### src/serial_unit_defines.svh
// Offsets, field positions, reset values and timing counts of the serial unit.
`ifndef SERIAL_UNIT_DEFINES_SVH
`define SERIAL_UNIT_DEFINES_SVH

// ----------------------------------------------------------------------------
// Register offsets
// ----------------------------------------------------------------------------
`define OFS_CONTROL_ONE   8'h72
`define OFS_CONTROL_TWO   8'h73
`define OFS_STATUS_ONE    8'h74
`define OFS_STATUS_TWO    8'h75
`define OFS_DATA_HIGH     8'h76
`define OFS_DATA_LOW      8'h77

// ----------------------------------------------------------------------------
// Field positions
// ----------------------------------------------------------------------------
`define C1_CHAR_LEN       4
`define C1_PARITY_ON      1
`define C1_PARITY_ODD     0
`define C2_TX_EMPTY_IE    7
`define C2_TX_DONE_IE     6
`define C2_RX_FULL_IE     5
`define C2_LINE_QUIET_IE  4
`define C2_TX_ON          3
`define C2_RX_ON          2
`define C2_RX_SLEEP       1
`define C2_BREAK_SEND     0
`define S1_TX_EMPTY       7
`define S1_TX_DONE        6
`define S1_RX_FULL        5
`define S1_IDLE           4
`define S1_OVERRUN        3
`define S1_NOISE          2
`define S1_STOP_FAULT     1
`define S1_PARITY         0
`define DH_RX_NINTH       7
`define DH_TX_NINTH       6

// ----------------------------------------------------------------------------
// Reset values
// ----------------------------------------------------------------------------
`define RST_CONTROL       8'h00
`define RST_STATUS_ONE    8'hc0

// ----------------------------------------------------------------------------
// Timing counts in ticks of the bit-rate clock
// ----------------------------------------------------------------------------
`define TICKS_PER_BIT     5'd16
`define SAMPLE_A          4'h7
`define SAMPLE_B          4'h8
`define SAMPLE_C          4'h9
`define LAST_TICK         4'hf

`endif

### src/serial_unit_pkg.sv
// Types shared by the serial unit.
package serial_unit_pkg;

  typedef enum logic [1:0] {
    RX_IDLE  = 2'b00,
    RX_START = 2'b01,
    RX_DATA  = 2'b10,
    RX_STOP  = 2'b11
  } rx_state_t;

  typedef enum logic [1:0] {
    TX_IDLE  = 2'b00,
    TX_SEND  = 2'b01,
    TX_BREAK = 2'b10
  } tx_state_t;

  typedef logic [7:0] byte_t;

endpackage

### src/async_serial_unit.sv
// Control, status, data buffers and interrupt request of the serial unit.
// What this block does
// - Transmit-empty flag interrupts while its enable set.
// - Transmit-done flag interrupts while its enable set.
// - Receive-full or overrun interrupts while enabled.
// - Idle-line flag interrupts while its enable set.
// - Sleep puts receiver in wait, inhibits receiver interrupts.
// - Break characters repeat while break_send stays set.
// - Enabling transmitter sets empty and done flags.
// - Empty flag cleared by status read, data write.
// - Done flag set idle, cleared read-then-write.
// - Full flag set on load, cleared read-then-read.
// - Idle flag suppressed asleep, rearms after activity.
// - Idle needs one character time of ones.
// - Overrun keeps old character, sets overrun flag.
// - Noise flag on non-unanimous bit samples.
// - Stop-bit fault when stop samples zero.
// - Parity fault on wrong received parity.
// - Noise, stop and parity flags describe buffer, never interrupt.
// - Status two shows only busy in bit zero.
// - Data reads receive buffer, writes transmit buffer.
// - Data high holds ninth bits, rest zero.
// - Disabling transmitter finishes character, drops queue.
// - Eight or nine data bits by length select.
`timescale 1ns/10ps
`default_nettype none
`include "serial_unit_defines.svh"

module async_serial_unit #(
  parameter int TICK_DIV = 8
) (
  input  wire logic                  i_mclk,
  input  wire logic                  i_nrst,
  input  wire logic [7:0]            i_addr,
  input  wire serial_unit_pkg::byte_t i_wdata,
  input  wire logic                  i_wr,
  input  wire logic                  i_rd,
  output logic      [7:0]            o_rdata,
  input  wire logic                  i_rx_pin,
  output logic                       o_tx_pin,
  output logic                       o_tx_oe,
  output logic                       o_irq
);
  import serial_unit_pkg::*;

  localparam byte_t ST1_RST = `RST_STATUS_ONE;

  // A divider outside this range cannot be held by the tick counter.
  if (TICK_DIV < 1 || TICK_DIV > 65535)
  begin : g_bad_div
    $error("TICK_DIV must lie in 1 to 65535");
  end

  // Parity bit over the data bits below the parity position.
  function automatic logic par_of(input logic [8:0] d, input logic nine, input logic odd);
    par_of = (nine ? (^d[7:0]) : (^d[6:0])) ^ odd;
  endfunction

  // Majority of three samples.
  function automatic logic vote(input logic [2:0] s);
    vote = (s[0] & s[1]) | (s[0] & s[2]) | (s[1] & s[2]);
  endfunction

  // --------------------------------------------------------------------------
  // Registers and shared state
  // --------------------------------------------------------------------------
  byte_t       ctl1_ff;
  byte_t       ctl2_ff;
  logic        tx_buffer_empty_ff, tc_ff, rx_buffer_full_ff, idle_ff, or_ff, nf_ff, fe_ff, pf_ff;
  byte_t       arm_ff;
  logic [8:0]  rx_buf_ff;
  logic [8:0]  tx_buf_ff;
  logic        tx_ninth_ff;
  logic        tx_buf_valid_ff;
  logic        tx_on_d_ff;
  logic [15:0] div_ff;
  logic        tick_ff;
  logic [2:0]  rx_sync_ff;
  logic        rx_line_ff;
  rx_state_t   rx_state_ff;
  logic [3:0]  rx_cnt_ff;
  logic [3:0]  rx_bit_ff;
  logic [2:0]  rx_smp_ff;
  logic        rx_noise_ff;
  logic [8:0]  rx_shift_ff;
  logic [7:0]  ones_ff;
  logic        line_armed_ff;
  tx_state_t   tx_state_ff;
  logic [10:0] tx_shift_ff;
  logic [3:0]  tx_left_ff;
  logic [3:0]  tx_cnt_ff;
  byte_t       rdata_ff;
  logic        tx_pin_ff, tx_oe_ff, irq_ff;

  logic        nine, par_on, par_odd, tx_on, rx_on, rx_sleep, brk;
  logic        st1_rd, dl_rd, dl_wr, dh_wr;
  logic [3:0]  frame_bits;
  logic [7:0]  char_ticks;
  byte_t       status_one;

  assign nine       = ctl1_ff[`C1_CHAR_LEN];
  assign par_on     = ctl1_ff[`C1_PARITY_ON];
  assign par_odd    = ctl1_ff[`C1_PARITY_ODD];
  assign tx_on      = ctl2_ff[`C2_TX_ON];
  assign rx_on      = ctl2_ff[`C2_RX_ON];
  assign rx_sleep   = ctl2_ff[`C2_RX_SLEEP];
  assign brk        = ctl2_ff[`C2_BREAK_SEND];
  assign st1_rd     = i_rd && (i_addr == `OFS_STATUS_ONE);
  assign dl_rd      = i_rd && (i_addr == `OFS_DATA_LOW);
  assign dl_wr      = i_wr && (i_addr == `OFS_DATA_LOW);
  assign dh_wr      = i_wr && (i_addr == `OFS_DATA_HIGH);
  assign frame_bits = nine ? 4'd11 : 4'd10;
  assign char_ticks = {frame_bits, 4'h0};
  assign status_one = {tx_buffer_empty_ff, tc_ff, rx_buffer_full_ff, idle_ff, or_ff, nf_ff, fe_ff, pf_ff};

  // --------------------------------------------------------------------------
  // Control registers
  // --------------------------------------------------------------------------
  always_ff @(posedge i_mclk)
  begin
    if (!i_nrst)
    begin
      ctl1_ff <= `RST_CONTROL;
      ctl2_ff <= `RST_CONTROL;
    end
    else if (i_wr && (i_addr == `OFS_CONTROL_ONE))
    begin
      ctl1_ff <= i_wdata & 8'h13;
    end
    else if (i_wr && (i_addr == `OFS_CONTROL_TWO))
    begin
      ctl2_ff <= i_wdata;
    end
  end

  // --------------------------------------------------------------------------
  // Acknowledge sequence: a status read arms the bits that were set.
  // --------------------------------------------------------------------------
  always_ff @(posedge i_mclk)
  begin
    if (!i_nrst)
    begin
      arm_ff <= 8'h00;
    end
    else if (st1_rd)
    begin
      arm_ff <= status_one;
    end
    else
    begin
      if (dl_wr)
      begin
        arm_ff[7:6] <= 2'b00;
      end
      if (dl_rd)
      begin
        arm_ff[5:0] <= 6'h00;
      end
    end
  end

  // --------------------------------------------------------------------------
  // Bit-rate tick and receive pin synchroniser
  // --------------------------------------------------------------------------
  always_ff @(posedge i_mclk)
  begin
    // Ticks go on while the pin is still owned, so that it is released on a tick.
    if (!i_nrst || !(tx_on || rx_on || tx_state_ff != TX_IDLE || tx_oe_ff))
    begin
      div_ff  <= 16'h0000;
      tick_ff <= 1'b0;
    end
    else if (div_ff == 16'(TICK_DIV - 1))
    begin
      div_ff  <= 16'h0000;
      tick_ff <= 1'b1;
    end
    else
    begin
      div_ff  <= div_ff + 16'h0001;
      tick_ff <= 1'b0;
    end
  end

  always_ff @(posedge i_mclk)
  begin
    if (!i_nrst)
    begin
      rx_sync_ff <= 3'b111;
      rx_line_ff <= 1'b1;
    end
    else
    begin
      rx_sync_ff <= {rx_sync_ff[1:0], i_rx_pin};
      if (rx_sync_ff[1] == rx_sync_ff[2])
      begin
        rx_line_ff <= rx_sync_ff[2];
      end
    end
  end

  // --------------------------------------------------------------------------
  // Receiver
  // --------------------------------------------------------------------------
  logic       rx_bit_end, rx_bit_val, rx_done, rx_load, rx_over;
  logic [8:0] rx_word;
  assign rx_bit_end = tick_ff && (rx_cnt_ff == `LAST_TICK);
  assign rx_bit_val = vote(rx_smp_ff);
  assign rx_done    = rx_bit_end && (rx_state_ff == RX_STOP);
  assign rx_word    = nine ? rx_shift_ff : {1'b0, rx_shift_ff[7:0]};
  assign rx_load    = rx_done && !rx_sleep && !rx_buffer_full_ff;
  assign rx_over    = rx_done && !rx_sleep && rx_buffer_full_ff;

  always_ff @(posedge i_mclk)
  begin
    if (!i_nrst)
    begin
      rx_state_ff <= RX_IDLE;
      rx_cnt_ff   <= 4'h0;
      rx_bit_ff   <= 4'h0;
      rx_smp_ff   <= 3'b111;
      rx_noise_ff <= 1'b0;
      rx_shift_ff <= 9'h000;
    end
    else if (!rx_on)
    begin
      rx_state_ff <= RX_IDLE;
    end
    else if (tick_ff)
    begin
      rx_cnt_ff <= (rx_state_ff == RX_IDLE) ? 4'h0 : rx_cnt_ff + 4'h1;
      if (rx_cnt_ff == `SAMPLE_A || rx_cnt_ff == `SAMPLE_B || rx_cnt_ff == `SAMPLE_C)
      begin
        rx_smp_ff <= {rx_smp_ff[1:0], rx_line_ff};
      end
      if (rx_bit_end && !(&rx_smp_ff) && (|rx_smp_ff))
      begin
        rx_noise_ff <= 1'b1;
      end
      case (rx_state_ff)
        RX_IDLE:
        begin
          if (!rx_line_ff)
          begin
            rx_state_ff <= RX_START;
            rx_noise_ff <= 1'b0;
            rx_bit_ff   <= 4'h0;
          end
        end
        RX_START:
        begin
          if (rx_bit_end)
          begin
            rx_state_ff <= rx_bit_val ? RX_IDLE : RX_DATA;
          end
        end
        RX_DATA:
        begin
          if (rx_bit_end)
          begin
            rx_shift_ff[rx_bit_ff] <= rx_bit_val;
            rx_bit_ff              <= rx_bit_ff + 4'h1;
            if (rx_bit_ff == frame_bits - 4'd3)
            begin
              rx_state_ff <= RX_STOP;
            end
          end
        end
        RX_STOP:
        begin
          if (rx_bit_end)
          begin
            rx_state_ff <= RX_IDLE;
          end
        end
        default:
        begin
          rx_state_ff <= RX_IDLE;
        end
      endcase
    end
  end

  // Receive buffer and its flags; a set in the clearing cycle wins.
  always_ff @(posedge i_mclk)
  begin
    if (!i_nrst)
    begin
      rx_buf_ff <= 9'h000;
      rx_buffer_full_ff   <= 1'b0;
      or_ff     <= 1'b0;
      nf_ff     <= 1'b0;
      fe_ff     <= 1'b0;
      pf_ff     <= 1'b0;
    end
    else
    begin
      if (dl_rd && !st1_rd)
      begin
        rx_buffer_full_ff <= rx_buffer_full_ff & ~arm_ff[`S1_RX_FULL];
        or_ff   <= or_ff & ~arm_ff[`S1_OVERRUN];
        nf_ff   <= nf_ff & ~arm_ff[`S1_NOISE];
        fe_ff   <= fe_ff & ~arm_ff[`S1_STOP_FAULT];
        pf_ff   <= pf_ff & ~arm_ff[`S1_PARITY];
      end
      if (rx_load)
      begin
        rx_buf_ff <= rx_word;
        rx_buffer_full_ff   <= 1'b1;
        nf_ff     <= rx_noise_ff || (!(&rx_smp_ff) && (|rx_smp_ff));
        fe_ff     <= !rx_bit_val;
        pf_ff     <= par_on && (par_of(rx_word, nine, par_odd) !=
                     (nine ? rx_word[8] : rx_word[7]));
      end
      if (rx_over)
      begin
        or_ff <= 1'b1;
      end
    end
  end

  // Idle line: a full character of ones after activity.
  always_ff @(posedge i_mclk)
  begin
    if (!i_nrst)
    begin
      ones_ff       <= 8'h00;
      line_armed_ff <= 1'b0;
      idle_ff       <= 1'b0;
    end
    else
    begin
      if (dl_rd && !st1_rd && arm_ff[`S1_IDLE])
      begin
        idle_ff <= 1'b0;
      end
      if (!rx_on || !rx_line_ff)
      begin
        ones_ff       <= 8'h00;
        line_armed_ff <= rx_on;
      end
      else if (tick_ff && line_armed_ff)
      begin
        ones_ff <= ones_ff + 8'h01;
        if (ones_ff == char_ticks - 8'h01)
        begin
          line_armed_ff <= 1'b0;
          idle_ff       <= !rx_sleep;
        end
      end
    end
  end

  // --------------------------------------------------------------------------
  // Transmitter
  // --------------------------------------------------------------------------
  logic        tx_bit_end, tx_finish;
  logic [8:0]  tx_data;
  logic [10:0] tx_frame;
  assign tx_bit_end = tick_ff && (tx_cnt_ff == `LAST_TICK);
  assign tx_finish  = tx_bit_end && (tx_left_ff == 4'h1) && (tx_state_ff != TX_IDLE);
  assign tx_data    = nine ? tx_buf_ff : {1'b1, tx_buf_ff[7:0]};
  assign tx_frame   = par_on
                    ? (nine ? {1'b1, par_of(tx_data, 1'b1, par_odd), tx_data[7:0], 1'b0}
                            : {2'b11, par_of(tx_data, 1'b0, par_odd), tx_data[6:0], 1'b0})
                    : {1'b1, tx_data, 1'b0};

  always_ff @(posedge i_mclk)
  begin
    if (!i_nrst)
    begin
      tx_state_ff <= TX_IDLE;
      tx_shift_ff <= 11'h7ff;
      tx_left_ff  <= 4'h0;
      tx_cnt_ff   <= 4'h0;
    end
    else if (tick_ff)
    begin
      tx_cnt_ff <= (tx_state_ff == TX_IDLE) ? 4'h0 : tx_cnt_ff + 4'h1;
      if (tx_state_ff == TX_IDLE || tx_finish)
      begin
        if (tx_on && brk)
        begin
          tx_state_ff <= TX_BREAK;
          tx_shift_ff <= 11'h000;
          tx_left_ff  <= frame_bits;
        end
        else if (tx_on && tx_buf_valid_ff)
        begin
          tx_state_ff <= TX_SEND;
          tx_shift_ff <= tx_frame;
          tx_left_ff  <= frame_bits;
        end
        else
        begin
          tx_state_ff <= TX_IDLE;
          tx_shift_ff <= 11'h7ff;
        end
      end
      else if (tx_bit_end)
      begin
        tx_shift_ff <= {1'b1, tx_shift_ff[10:1]};
        tx_left_ff  <= tx_left_ff - 4'h1;
      end
    end
  end

  // Transmit buffer and flags; a set in the clearing cycle wins.
  always_ff @(posedge i_mclk)
  begin
    if (!i_nrst)
    begin
      tx_buf_ff       <= 9'h000;
      tx_ninth_ff     <= 1'b0;
      tx_buf_valid_ff <= 1'b0;
      tx_on_d_ff      <= 1'b0;
      tx_buffer_empty_ff         <= ST1_RST[`S1_TX_EMPTY];
      tc_ff           <= ST1_RST[`S1_TX_DONE];
    end
    else
    begin
      tx_on_d_ff <= tx_on;
      if (dh_wr)
      begin
        tx_ninth_ff <= i_wdata[`DH_TX_NINTH];
      end
      if (dl_wr && !st1_rd)
      begin
        tx_buffer_empty_ff <= tx_buffer_empty_ff & ~arm_ff[`S1_TX_EMPTY];
        tc_ff   <= tc_ff & ~arm_ff[`S1_TX_DONE];
      end
      if (dl_wr && tx_on)
      begin
        tx_buf_ff       <= {tx_ninth_ff, i_wdata};
        tx_buf_valid_ff <= 1'b1;
      end
      else if (!tx_on)
      begin
        tx_buf_valid_ff <= 1'b0;
      end
      else if (tick_ff && (tx_state_ff == TX_IDLE || tx_finish) && !brk && tx_buf_valid_ff)
      begin
        tx_buf_valid_ff <= 1'b0;
        tx_buffer_empty_ff         <= 1'b1;
      end
      if (tx_on && !tx_on_d_ff)
      begin
        tx_buffer_empty_ff <= 1'b1;
        tc_ff   <= 1'b1;
      end
      if (tick_ff && (tx_state_ff == TX_IDLE || tx_finish) &&
          !(tx_on && (brk || tx_buf_valid_ff)) && (tx_finish || !tx_on))
      begin
        tc_ff   <= 1'b1;
        tx_buffer_empty_ff <= tx_buffer_empty_ff | !tx_on;
      end
    end
  end

  // --------------------------------------------------------------------------
  // Pin, interrupt and read data outputs
  // --------------------------------------------------------------------------
  always_ff @(posedge i_mclk)
  begin
    if (!i_nrst)
    begin
      tx_pin_ff <= 1'b1;
      tx_oe_ff  <= 1'b0;
    end
    else
    begin
      tx_pin_ff <= tx_shift_ff[0];
      if (tx_on)
      begin
        tx_oe_ff <= 1'b1;
      end
      else if (tick_ff && tx_state_ff == TX_IDLE)
      begin
        tx_oe_ff <= 1'b0;
      end
    end
  end

  always_ff @(posedge i_mclk)
  begin
    if (!i_nrst)
    begin
      irq_ff <= 1'b0;
    end
    else
    begin
      irq_ff <= (ctl2_ff[`C2_TX_EMPTY_IE] && tx_buffer_empty_ff)
             || (ctl2_ff[`C2_TX_DONE_IE] && tc_ff)
             || (ctl2_ff[`C2_RX_FULL_IE] && !rx_sleep && (rx_buffer_full_ff || or_ff))
             || (ctl2_ff[`C2_LINE_QUIET_IE] && !rx_sleep && idle_ff);
    end
  end

  always_ff @(posedge i_mclk)
  begin
    if (!i_nrst)
    begin
      rdata_ff <= 8'h00;
    end
    else if (i_rd)
    begin
      if (i_addr == `OFS_CONTROL_ONE)
      begin
        rdata_ff <= ctl1_ff;
      end
      else if (i_addr == `OFS_CONTROL_TWO)
      begin
        rdata_ff <= ctl2_ff;
      end
      else if (i_addr == `OFS_STATUS_ONE)
      begin
        rdata_ff <= status_one;
      end
      else if (i_addr == `OFS_STATUS_TWO)
      begin
        rdata_ff <= {7'h00, rx_state_ff != RX_IDLE};
      end
      else if (i_addr == `OFS_DATA_HIGH)
      begin
        rdata_ff <= {rx_buf_ff[8], tx_ninth_ff, 6'h00};
      end
      else if (i_addr == `OFS_DATA_LOW)
      begin
        rdata_ff <= rx_buf_ff[7:0];
      end
      else
      begin
        rdata_ff <= 8'h00;
      end
    end
  end

  assign o_rdata  = rdata_ff;
  assign o_tx_pin = tx_pin_ff;
  assign o_tx_oe  = tx_oe_ff;
  assign o_irq    = irq_ff;

endmodule // async_serial_unit
`default_nettype wire

### config.mk
export PLATFORM = sky130hd
export DESIGN_NAME = async_serial_unit
export DESIGN_NICKNAME = d
export VERILOG_FILES = /design/src/serial_unit_pkg.sv /design/src/async_serial_unit.sv
export VERILOG_INCLUDE_DIRS = /design/src
export SDC_FILE = /design/constraint.sdc
export NUM_CORES = 1
export LEC_CHECK = 0
export BUFFER_PORTS_ARGS = -buffer_cell sky130_fd_sc_hd__buf_2
export CAP_MARGIN = 0
export CORE_UTILIZATION = 60
export DETAILED_ROUTE_END_ITERATION = 7
export PLACE_DENSITY_LB_ADDON = 0.12
export SYNTH_ARGS = -nofsm -noshare
export SYNTH_HDL_FRONTEND = slang
export SYNTH_SLANG_ARGS = --single-unit
### constraint.sdc
create_clock -name i_mclk -period 2.23 [get_ports i_mclk]
set_input_delay 0 -clock i_mclk [delete_from_list [all_inputs] [get_ports i_mclk]]
set_output_delay 0 -clock i_mclk [all_outputs]
set_load 0.01 [all_outputs]
==> results.txt, run 1 <==
----------------------------------------------------
[Synthesis]
  Prevailing post-synth register cell ... dfxtp_1
  Most area-hungry cell type in the Yosys netlist ... dfxtp_1
  Avg Cell Area, Syn ... just over 8 um2
  Top post-synthesis cells by area ... dfxtp_1, nand2_1, nor2_1
  Post-synth EDFFs ... 0
  Synth warnings ... 0
  Fraction of post-synthesis cell area in the top cell type by area ... 0.427
  Async SR Flop Fraction ... 0
  Net count of the mapped netlist ... between 700 and 800
  Cell area after technology mapping ... a little over 6000 um2
  Sequential share of the synthesized area ... 0.427
  Synth unique cells ... 62
  Seq cells post-synth ... 133
  Cells after synthesis ... around 750

[Routing]
  Number of DRC violations after detailed-routing iteration 0 ... 330
  Total detailed-routing wirelength ... roughly 15 mm
  Detailed Routing Iterations Pass 1 ... 5
  Post-detailed-route wirelength per cell ... 15.7 um
  Number of vias per cell ... between 5 and 6
  Remaining antenna violation count ... 0
  Final routed DRC violation total ... 0
  Routed vias ... 5560

[Place]
  Final weighted congestion in routability-driven placement ... about 0.96
  Instance area at placement ... ~6500 um2
  Placement Setup Slack ... 0.143 ns
  Number of port buffers ... 31
  Half-perimeter wire length after detailed placement ... 9.86 mm

[Power and ir drop]
  Net switching power ... around 1200 uW
  Power per Cell Area ... between 700 and 800 nW/um2
  Sequential cell fraction of total power ... 0.455
  Combinational cell fraction of total power ... 0.026
  Maximum VDD drop ... 0.625 mV
  Leakage power ... roughly 0.0026 uW
  Internal power component ... around 4100 uW
  Switching power share of the total ... 0.224
  Clk pwr share ... 0.520

[Worst hold path]
  Startpoint of the worst hold path ... i_addr[5]
  Class of the tightest hold or removal check ... in2reg

[Finish]
  Commonest non-fill, non-tap cell in the layout ... dfxtp_1
  Fill cell total of the finished layout ... 741
  Area growth, synth to finish ... 17.6%
  Antenna fix cells ... 0
  Share of layout cells above drive strength 1 ... 0.124
  Area used by sequential logic in the layout ... ~2700 um2
  Area taken by multi-input logic gates ... ~3400 um2
  Commonest non-fill, non-tap cells in the layout ... dfxtp_1, nand2_1, nor2_1
  Count of nets after finishing ... between 800 and 900
  Final instance area ... between 7000 and 8000 um2

[Critical path]
  Element type at the critical path end ... flop
  Buf+Inv Stages, Crit Path ... 3
  Worst setup path class ... in2reg
  Data required time at the worst endpoint ... between 2 and 3 ns
  Crit start category ... input pin
  Largest fanout of any net on the critical path ... 10
  Arr. time, crit path ... ~2.4 ns
  Critical R2R Launch ... rx_cnt_ff[0]$_SDFFE_PN0P_
  Category of cells accounting for the largest share of critical-path delay ... buffers and inverters
  Startpoint of the most critical setup path ... i_addr[4]
  Standard cell with the maximum stage delay on the critical path ... dlygate4sd3_1
  Critical Path Max Stage Delay ... roughly 0.63 ns
  Crit path cell chain ... dlygate4sd3_1 > buf_2 > nand4bb_4 > dlygate4sd3_1 > nor4_4 > nand2_1 > nand2_1 > a21oi_1

[Run]
  Number of maximum-capacitance violations ... 0

[Timing]
  Slew Limit Headroom ... 0.438
  Final sum of negative setup slack ... 0 ns
  Final Hold Fails ... 0
  Setup repair after global routing missed its margin ... false
  Setup violation total in the final timing report ... 0
  Worst Clk Skew ... roughly 0.0054 ns
  Final worst setup slack ... 0.183 ns
  Actual slew at the worst max-slew pin ... between 0.8 and 0.9 ns
  Final-layout worst hold slack ... about 0.021 ns
  Tmin final ... around 2.0 ns
  Max Transition Viols Final ... 0
  Post-route fraction of the period consumed by the critical path ... 0.918
  F_max ... roughly 0.5 GHz

[Clock tree]
  Maximum root-to-sink buffer count ... 2
  CTS H-tree depth ... 4
  Cts bufs inserted ... 17
  Clock root buffer ... clkbuf_8
  Num Clock Sinks ... roughly 130
  Clock latency reported for the late side of the worst-skew pair ... between 0.5 and 0.6 ns
  TritonCTS clock tree ... built
  Clock-pin transition on the worst setup and hold timing paths ... 0.06 ns

[GRT]
  Overall track demand over capacity in global routing ... 0.288
  Antenna violations before repair ... 0
  Total overflow reported by the global router ... 0
  Wire length of the first global-routing pass ... 25.1 mm
  Via count of the first global-routing pass ... between 5k and 6k
  Pin count of the biggest net entering global routing ... 82

[Die]
  Io pins ... 32
  Num rows ... 36
  Starting density of the core ... 0.629
  Std-Cell Core Area ... approximately 9900 um2
  Floorplan die area ... 10800 um2
  Chip Height ... roughly 100 um
  Die X ... just over 100 um

[Outcome]
  Run status ... completed

----------------------------------------------------
## layout make-up
type,count,area share
multi-input combinational,566,0.462
sequential,133,0.363
timing repair buffer,68,0.0645
clock buffer,19,0.0589
tap,133,0.0227
clock inverter,13,0.0205
inverter,17,0.00870
## cells in the mapped netlist, types with 12 or more instances
master / count
clkbuf_1: 28
ha_1: 12
dfxtp_1: 133
nand3_1: 34
nor3_1: 13
nand2b_1: 17
xor2_1: 14
o21ai_0: 28
nand4_1: 13
a22oi_1: 12
a21oi_1: 68
o211ai_1: 15
xnor2_1: 23
nand2_1: 99
nor2b_1: 14
mux2i_1: 25
nor2_1: 92
inv_1: 16
## repair_timing
item / 4_1_cts / 5_1_grt
gates resized for setup: 0 / 6
buffers inserted: 0 / 3
endpoints found under the hold margin: 48 / 0
endpoints found under the setup margin: 0 / 19
hold buffers: 17 / 0
## stage by stage
step,util,total power (uW),cells
floorplan,-,2500,753
global placement,0.660,2540,898
detailed placement,0.660,2540,898
CTS,0.736,5260,947
global route,0.740,5410,949
finish,0.740,5240,949
## worst register-to-register path, delay by kind of cell (launching register included)
family	cells	cell delay (ns)
flip-flops	1	0.42
AND/OR/NAND/NOR	2	0.61
AO/OA/AOI/OAI	2	0.65
adder cells (fa/ha/maj)	1	0.28
## power by group through the flow
stage	registers (uW)	logic (uW)	clock network [uW]
3_5_place_dp	2430	110	0
3_3_place_gp	2430	106	0
2_1_floorplan	2430	71.8	0
5_1_grt	2380	146	2880
6_report	2380	135	2720
4_1_cts	2380	129	2750
## registers in the layout, summed over array words and instances, names as in the netlist, 2 cells and up, named ones only
register	count
arm_ff	8
ctl1_ff	3
ctl2_ff	8
div_ff	16
o_rdata	8
ones_ff	8
rx_bit_ff	4
rx_buf_ff	9
rx_cnt_ff	4
rx_shift_ff	9
rx_smp_ff	3
rx_sync_ff	3
tx_buf_ff	9
tx_cnt_ff	4
tx_left_ff	4
tx_shift_ff	11
tx_state_ff	2
## worst paths after layout
kind	to	slack (ns)	depth (start not counted)
worst max-delay path	tx_buf_ff[2]$_SDFFE_PN0P_	0.18	8
worst min-delay path	o_rdata[7]$_SDFFE_PN0P_	0.02	5
worst max register to register	rx_bit_ff[3]$_SDFFE_PN0P_	0.21	5
worst min register to register	rx_sync_ff[1]$_SDFF_PN1_	0.43	1
## cell families (layout without fill, tap and decap cells)
| kind of cell | Yosys count | count (layout) | share of synthesized area |
|---|---|---|---|
| AOI/OAI and AO/OA | 163 | 163 | 0.161 |
| muxes | 27 | 27 | 0.0437 |
| and+or+nand+nor | 326 | 326 | 0.255 |
| buffers and inverters | 54 | 117 | 0.0351 |
| adders and majority gates | 13 | 13 | 0.0257 |
| xor gates and xnor gates | 37 | 37 | 0.0520 |
| DFF | 133 | 133 | 0.427 |
## routing by layer
metal	vias up	track usage	routed length (um)
met4	0	0.0969	234
met1	2630	0.354	6520
met5	-	0	0
li1	2738	-	-
met3	26	0.0764	797
met2	166	0.489	7370
(Power assumes the default switching activity.)
==> run 2, diff against run 1 <==
--- a/config.mk
+++ b/config.mk
@@ -10,7 +10,7 @@
 export CAP_MARGIN = 0
 export CORE_UTILIZATION = 60
 export DETAILED_ROUTE_END_ITERATION = 7
-export PLACE_DENSITY_LB_ADDON = 0.12
+export PLACE_DENSITY = 0.78
 export SYNTH_ARGS = -nofsm -noshare
 export SYNTH_HDL_FRONTEND = slang
 export SYNTH_SLANG_ARGS = --single-unit
==> results.txt, run 2 (synthesis results as in run 1) <==
----------------------------------------------------
[Timing]
  Worst Clk Skew ... 0.00665 ns (+0.00125 ns)
  Setup repair after global routing missed its margin ... false
  Final sum of negative setup slack ... 0 ns (unchanged)
  Slew Limit Headroom ... 0.504 (+0.0658)
  F_max ... 0.474 GHz (-2.9%)
  Max Transition Viols Final ... 0 (unchanged)
  Tmin final ... 2.11 ns (+0.0616 ns)
  Final Hold Fails ... 0 (unchanged)
  Actual slew at the worst max-slew pin ... 0.744 ns (-0.0987 ns)
  Setup violation total in the final timing report ... 0 (unchanged)
  Post-route fraction of the period consumed by the critical path ... 0.946 (+0.0276)

[Power and ir drop]
  Power per Cell Area ... 721 nW/um2 (+0.90%)
  Maximum VDD drop ... 0.535 mV (-14%)
  Leakage power ... 0.00263 uW (+0.15%)

[Critical path]
  Data required time at the worst endpoint ... 2.70 ns (+0.09 ns)
  Cell seen most often among critical-path stages ... dlygate4sd3_1
  Buf+Inv Stages, Crit Path ... 5 (+2)
  Critical R2R Launch ... rx_cnt_ff[0]$_SDFFE_PN0P_
  Critical Path Max Stage Delay ... 0.56 ns (-0.07 ns)
  Standard cell with the maximum stage delay on the critical path ... dlygate4sd3_1
  Number of logic stages on the critical path including buffering ... 9 (+1)
  Category of cells accounting for the largest share of critical-path delay ... buffers and inverters
  Reg2reg setup slack ... 0.19 ns (-0.02 ns)
  Element type at the critical path end ... flop
  Worst setup path class ... in2reg
  CP endpoint ... tx_ninth_ff$_SDFFE_PN0P_
  Crit start category ... input pin
  Crit path cell chain ... dlygate4sd3_1 > buf_2 > inv_1 > or3_1 > nor2_1 > nand2_1 > dlygate4sd3_1 > a21oi_1 > dlygate4sd3_1
  Startpoint of the most critical setup path ... i_wr
  Largest fanout of any net on the critical path ... 7 (-3)
  Critical register-to-register path endpoint ... rx_bit_ff[3]$_SDFFE_PN0P_
  Arr. time, crit path ... 2.58 ns (+0.15 ns)
  Cell depth of the worst flop-to-flop path ... 5 (unchanged)

[Clock tree]
  CTS H-tree depth ... 4 (unchanged)
  TritonCTS clock tree ... built
  Num Clock Sinks ... 133 (unchanged)
  Clock-pin transition on the worst setup and hold timing paths ... 0.06 ns (about the same)
  Maximum root-to-sink buffer count ... 2 (unchanged)
  Clock root buffer ... clkbuf_8
  Cts bufs inserted ... 17 (unchanged)
  Clock latency reported for the late side of the worst-skew pair ... 0.53 ns (about the same)

[Worst hold path]
  Class of the tightest hold or removal check ... in2reg

[Routing]
  Length of routed wiring on met1 ... 6.49 mm (-0.38%)
  Wire length on met2 ... 7.78 mm (+5.6%)
  Final routed DRC violation total ... 0 (unchanged)
  Number of DRC violations after detailed-routing iteration 0 ... 319 (-3.3%)
  Number of vias per cell ... 5.94 (+1.4%)
  Detailed Routing Iterations Pass 1 ... 5 (unchanged)
  Highest routed metal layer ... met4
  Total detailed-routing wirelength ... 15.3 mm (+2.5%)
  Routed vias ... 5630 (+1.3%)
  Post-detailed-route wirelength per cell ... 16.1 um (+2.6%)
  Remaining antenna violation count ... 0 (unchanged)
  Routed met3 length ... 736 um (-7.7%)

[Die]
  Starting density of the core ... 0.629 (unchanged)
  Chip Height ... 104 um (unchanged)
  Num rows ... 36 (unchanged)
  Die X ... 104 um (unchanged)
  Io pins ... 32 (unchanged)
  Floorplan die area ... 10800 um2 (unchanged)
  Std-Cell Core Area ... 9910 um2 (unchanged)

[Finish]
  Count of nets after finishing ... 835 (-0.12%)
  Register bank with the most flops ... div_ff
  Layout Cells excl Fill ... 948 (-0.11%)
  Commonest non-fill, non-tap cell in the layout ... dfxtp_1
  Share of layout cells above drive strength 1 ... 0.120 (-0.00353)
  Commonest non-fill, non-tap cells in the layout ... dfxtp_1, nand2_1, nor2_1
  Antenna fix cells ... 0 (unchanged)
  Number of flip-flops in the largest register ... 16 (unchanged)
  Fill cell total of the finished layout ... 741 (unchanged)
  Area growth, synth to finish ... 17.2%
  Regs by FF count ... div_ff x16, tx_shift_ff x11

[GRT]
  Pin count of the biggest net entering global routing ... 45 (-45%)
  Wire length of the first global-routing pass ... 25.5 mm (+1.6%)
  Overall track demand over capacity in global routing ... 0.293 (+0.00452)
  Total overflow reported by the global router ... 0 (unchanged)
  Via count of the first global-routing pass ... 5443 (+0.98%)
  Antenna violations before repair ... 0 (unchanged)

[Place]
  Number of placed instances, taps included ... 900 (+0.22%)
  Final weighted congestion in routability-driven placement ... 0.837 (-12%)
  Half-perimeter wire length after detailed placement ... 10.2 mm (+3.0%)
  Number of port buffers ... 31 (unchanged)

[Outcome]
  Run status ... completed

[Run]
  Number of maximum-capacitance violations ... 0 (unchanged)

----------------------------------------------------
==> run 2: layout make-up <==
cell class,instances,area [um2],share of cell area
Clock buffer,17,414,0.0567
Clock inverter,15,170,0.0233
Inverter,17,63.8,0.00873
Multi-Input combinational cell,566,3360,0.460
Sequential cell,133,2660,0.364
Tap cell,133,166,0.0228
Timing Repair Buffer,67,465,0.0637
==> run 2: stage by stage <==
stage	total power [uW]	cell area, um2	utilization	setup WS [ns]	hold WS (ns)
global route	5410	7310	0.737	0.0600	0.0563
global placement	2540	6560	0.662	0.249	0.211
detailed placement	2540	6560	0.662	0.208	0.186
floorplan	2500	6230	-	0.428	0.101
finish	5270	7310	0.737	0.121	0.0491
CTS	5290	7300	0.737	0.181	0.0211
==> run 2: worst reg2reg max path, stage by stage (launching register included) <==
cell	delay, ns
dfxtp_1	0.42
ha_1	0.26
nand4_1	0.26
a2111o_1	0.52
or3_1	0.35
a21oi_1	0.15
==> run 2: how the worst min path moves through the flow <==
stage | from | depth (start not counted) | end | slack [ns]
3_3_place_gp | i_rx_pin | 2 | rx_sync_ff[0]$_SDFF_PN1_ | 0.21
5_1_grt | i_addr[1] | 4 | o_rdata[7]$_SDFFE_PN0P_ | 0.06
2_1_floorplan | i_rx_pin | 1 | rx_sync_ff[0]$_SDFF_PN1_ | 0.10
4_1_cts | i_addr[1] | 4 | o_rdata[7]$_SDFFE_PN0P_ | 0.02
3_5_place_dp | i_rx_pin | 2 | rx_sync_ff[0]$_SDFF_PN1_ | 0.19
6_report | i_addr[1] | 4 | o_rdata[7]$_SDFFE_PN0P_ | 0.05
==> run 2: what timing repair did <==
action                                  4_1_cts  5_1_grt
buffers inserted                              0        0
endpoints found under the setup margin        0        1
resized for setup                             0        1
hold buffers                                 16        0
endpoints found under the hold margin        45        0
==> run 2: per-layer routing <==
metal  vias up  global-route usage
met3        24              0.0752
met4         0               0.106
met2       146               0.515
met5         -                   0
li1       2736                   -
met1      2724               0.342
==> run 2: power by group <==
part	switching [uW]	internal, uW	leakage (uW)
clock	1130	1620	0.000282
combinational	82.1	50.4	0.00127
sequential	1.94	2380	0.00107
total	1220	4050	0.00263
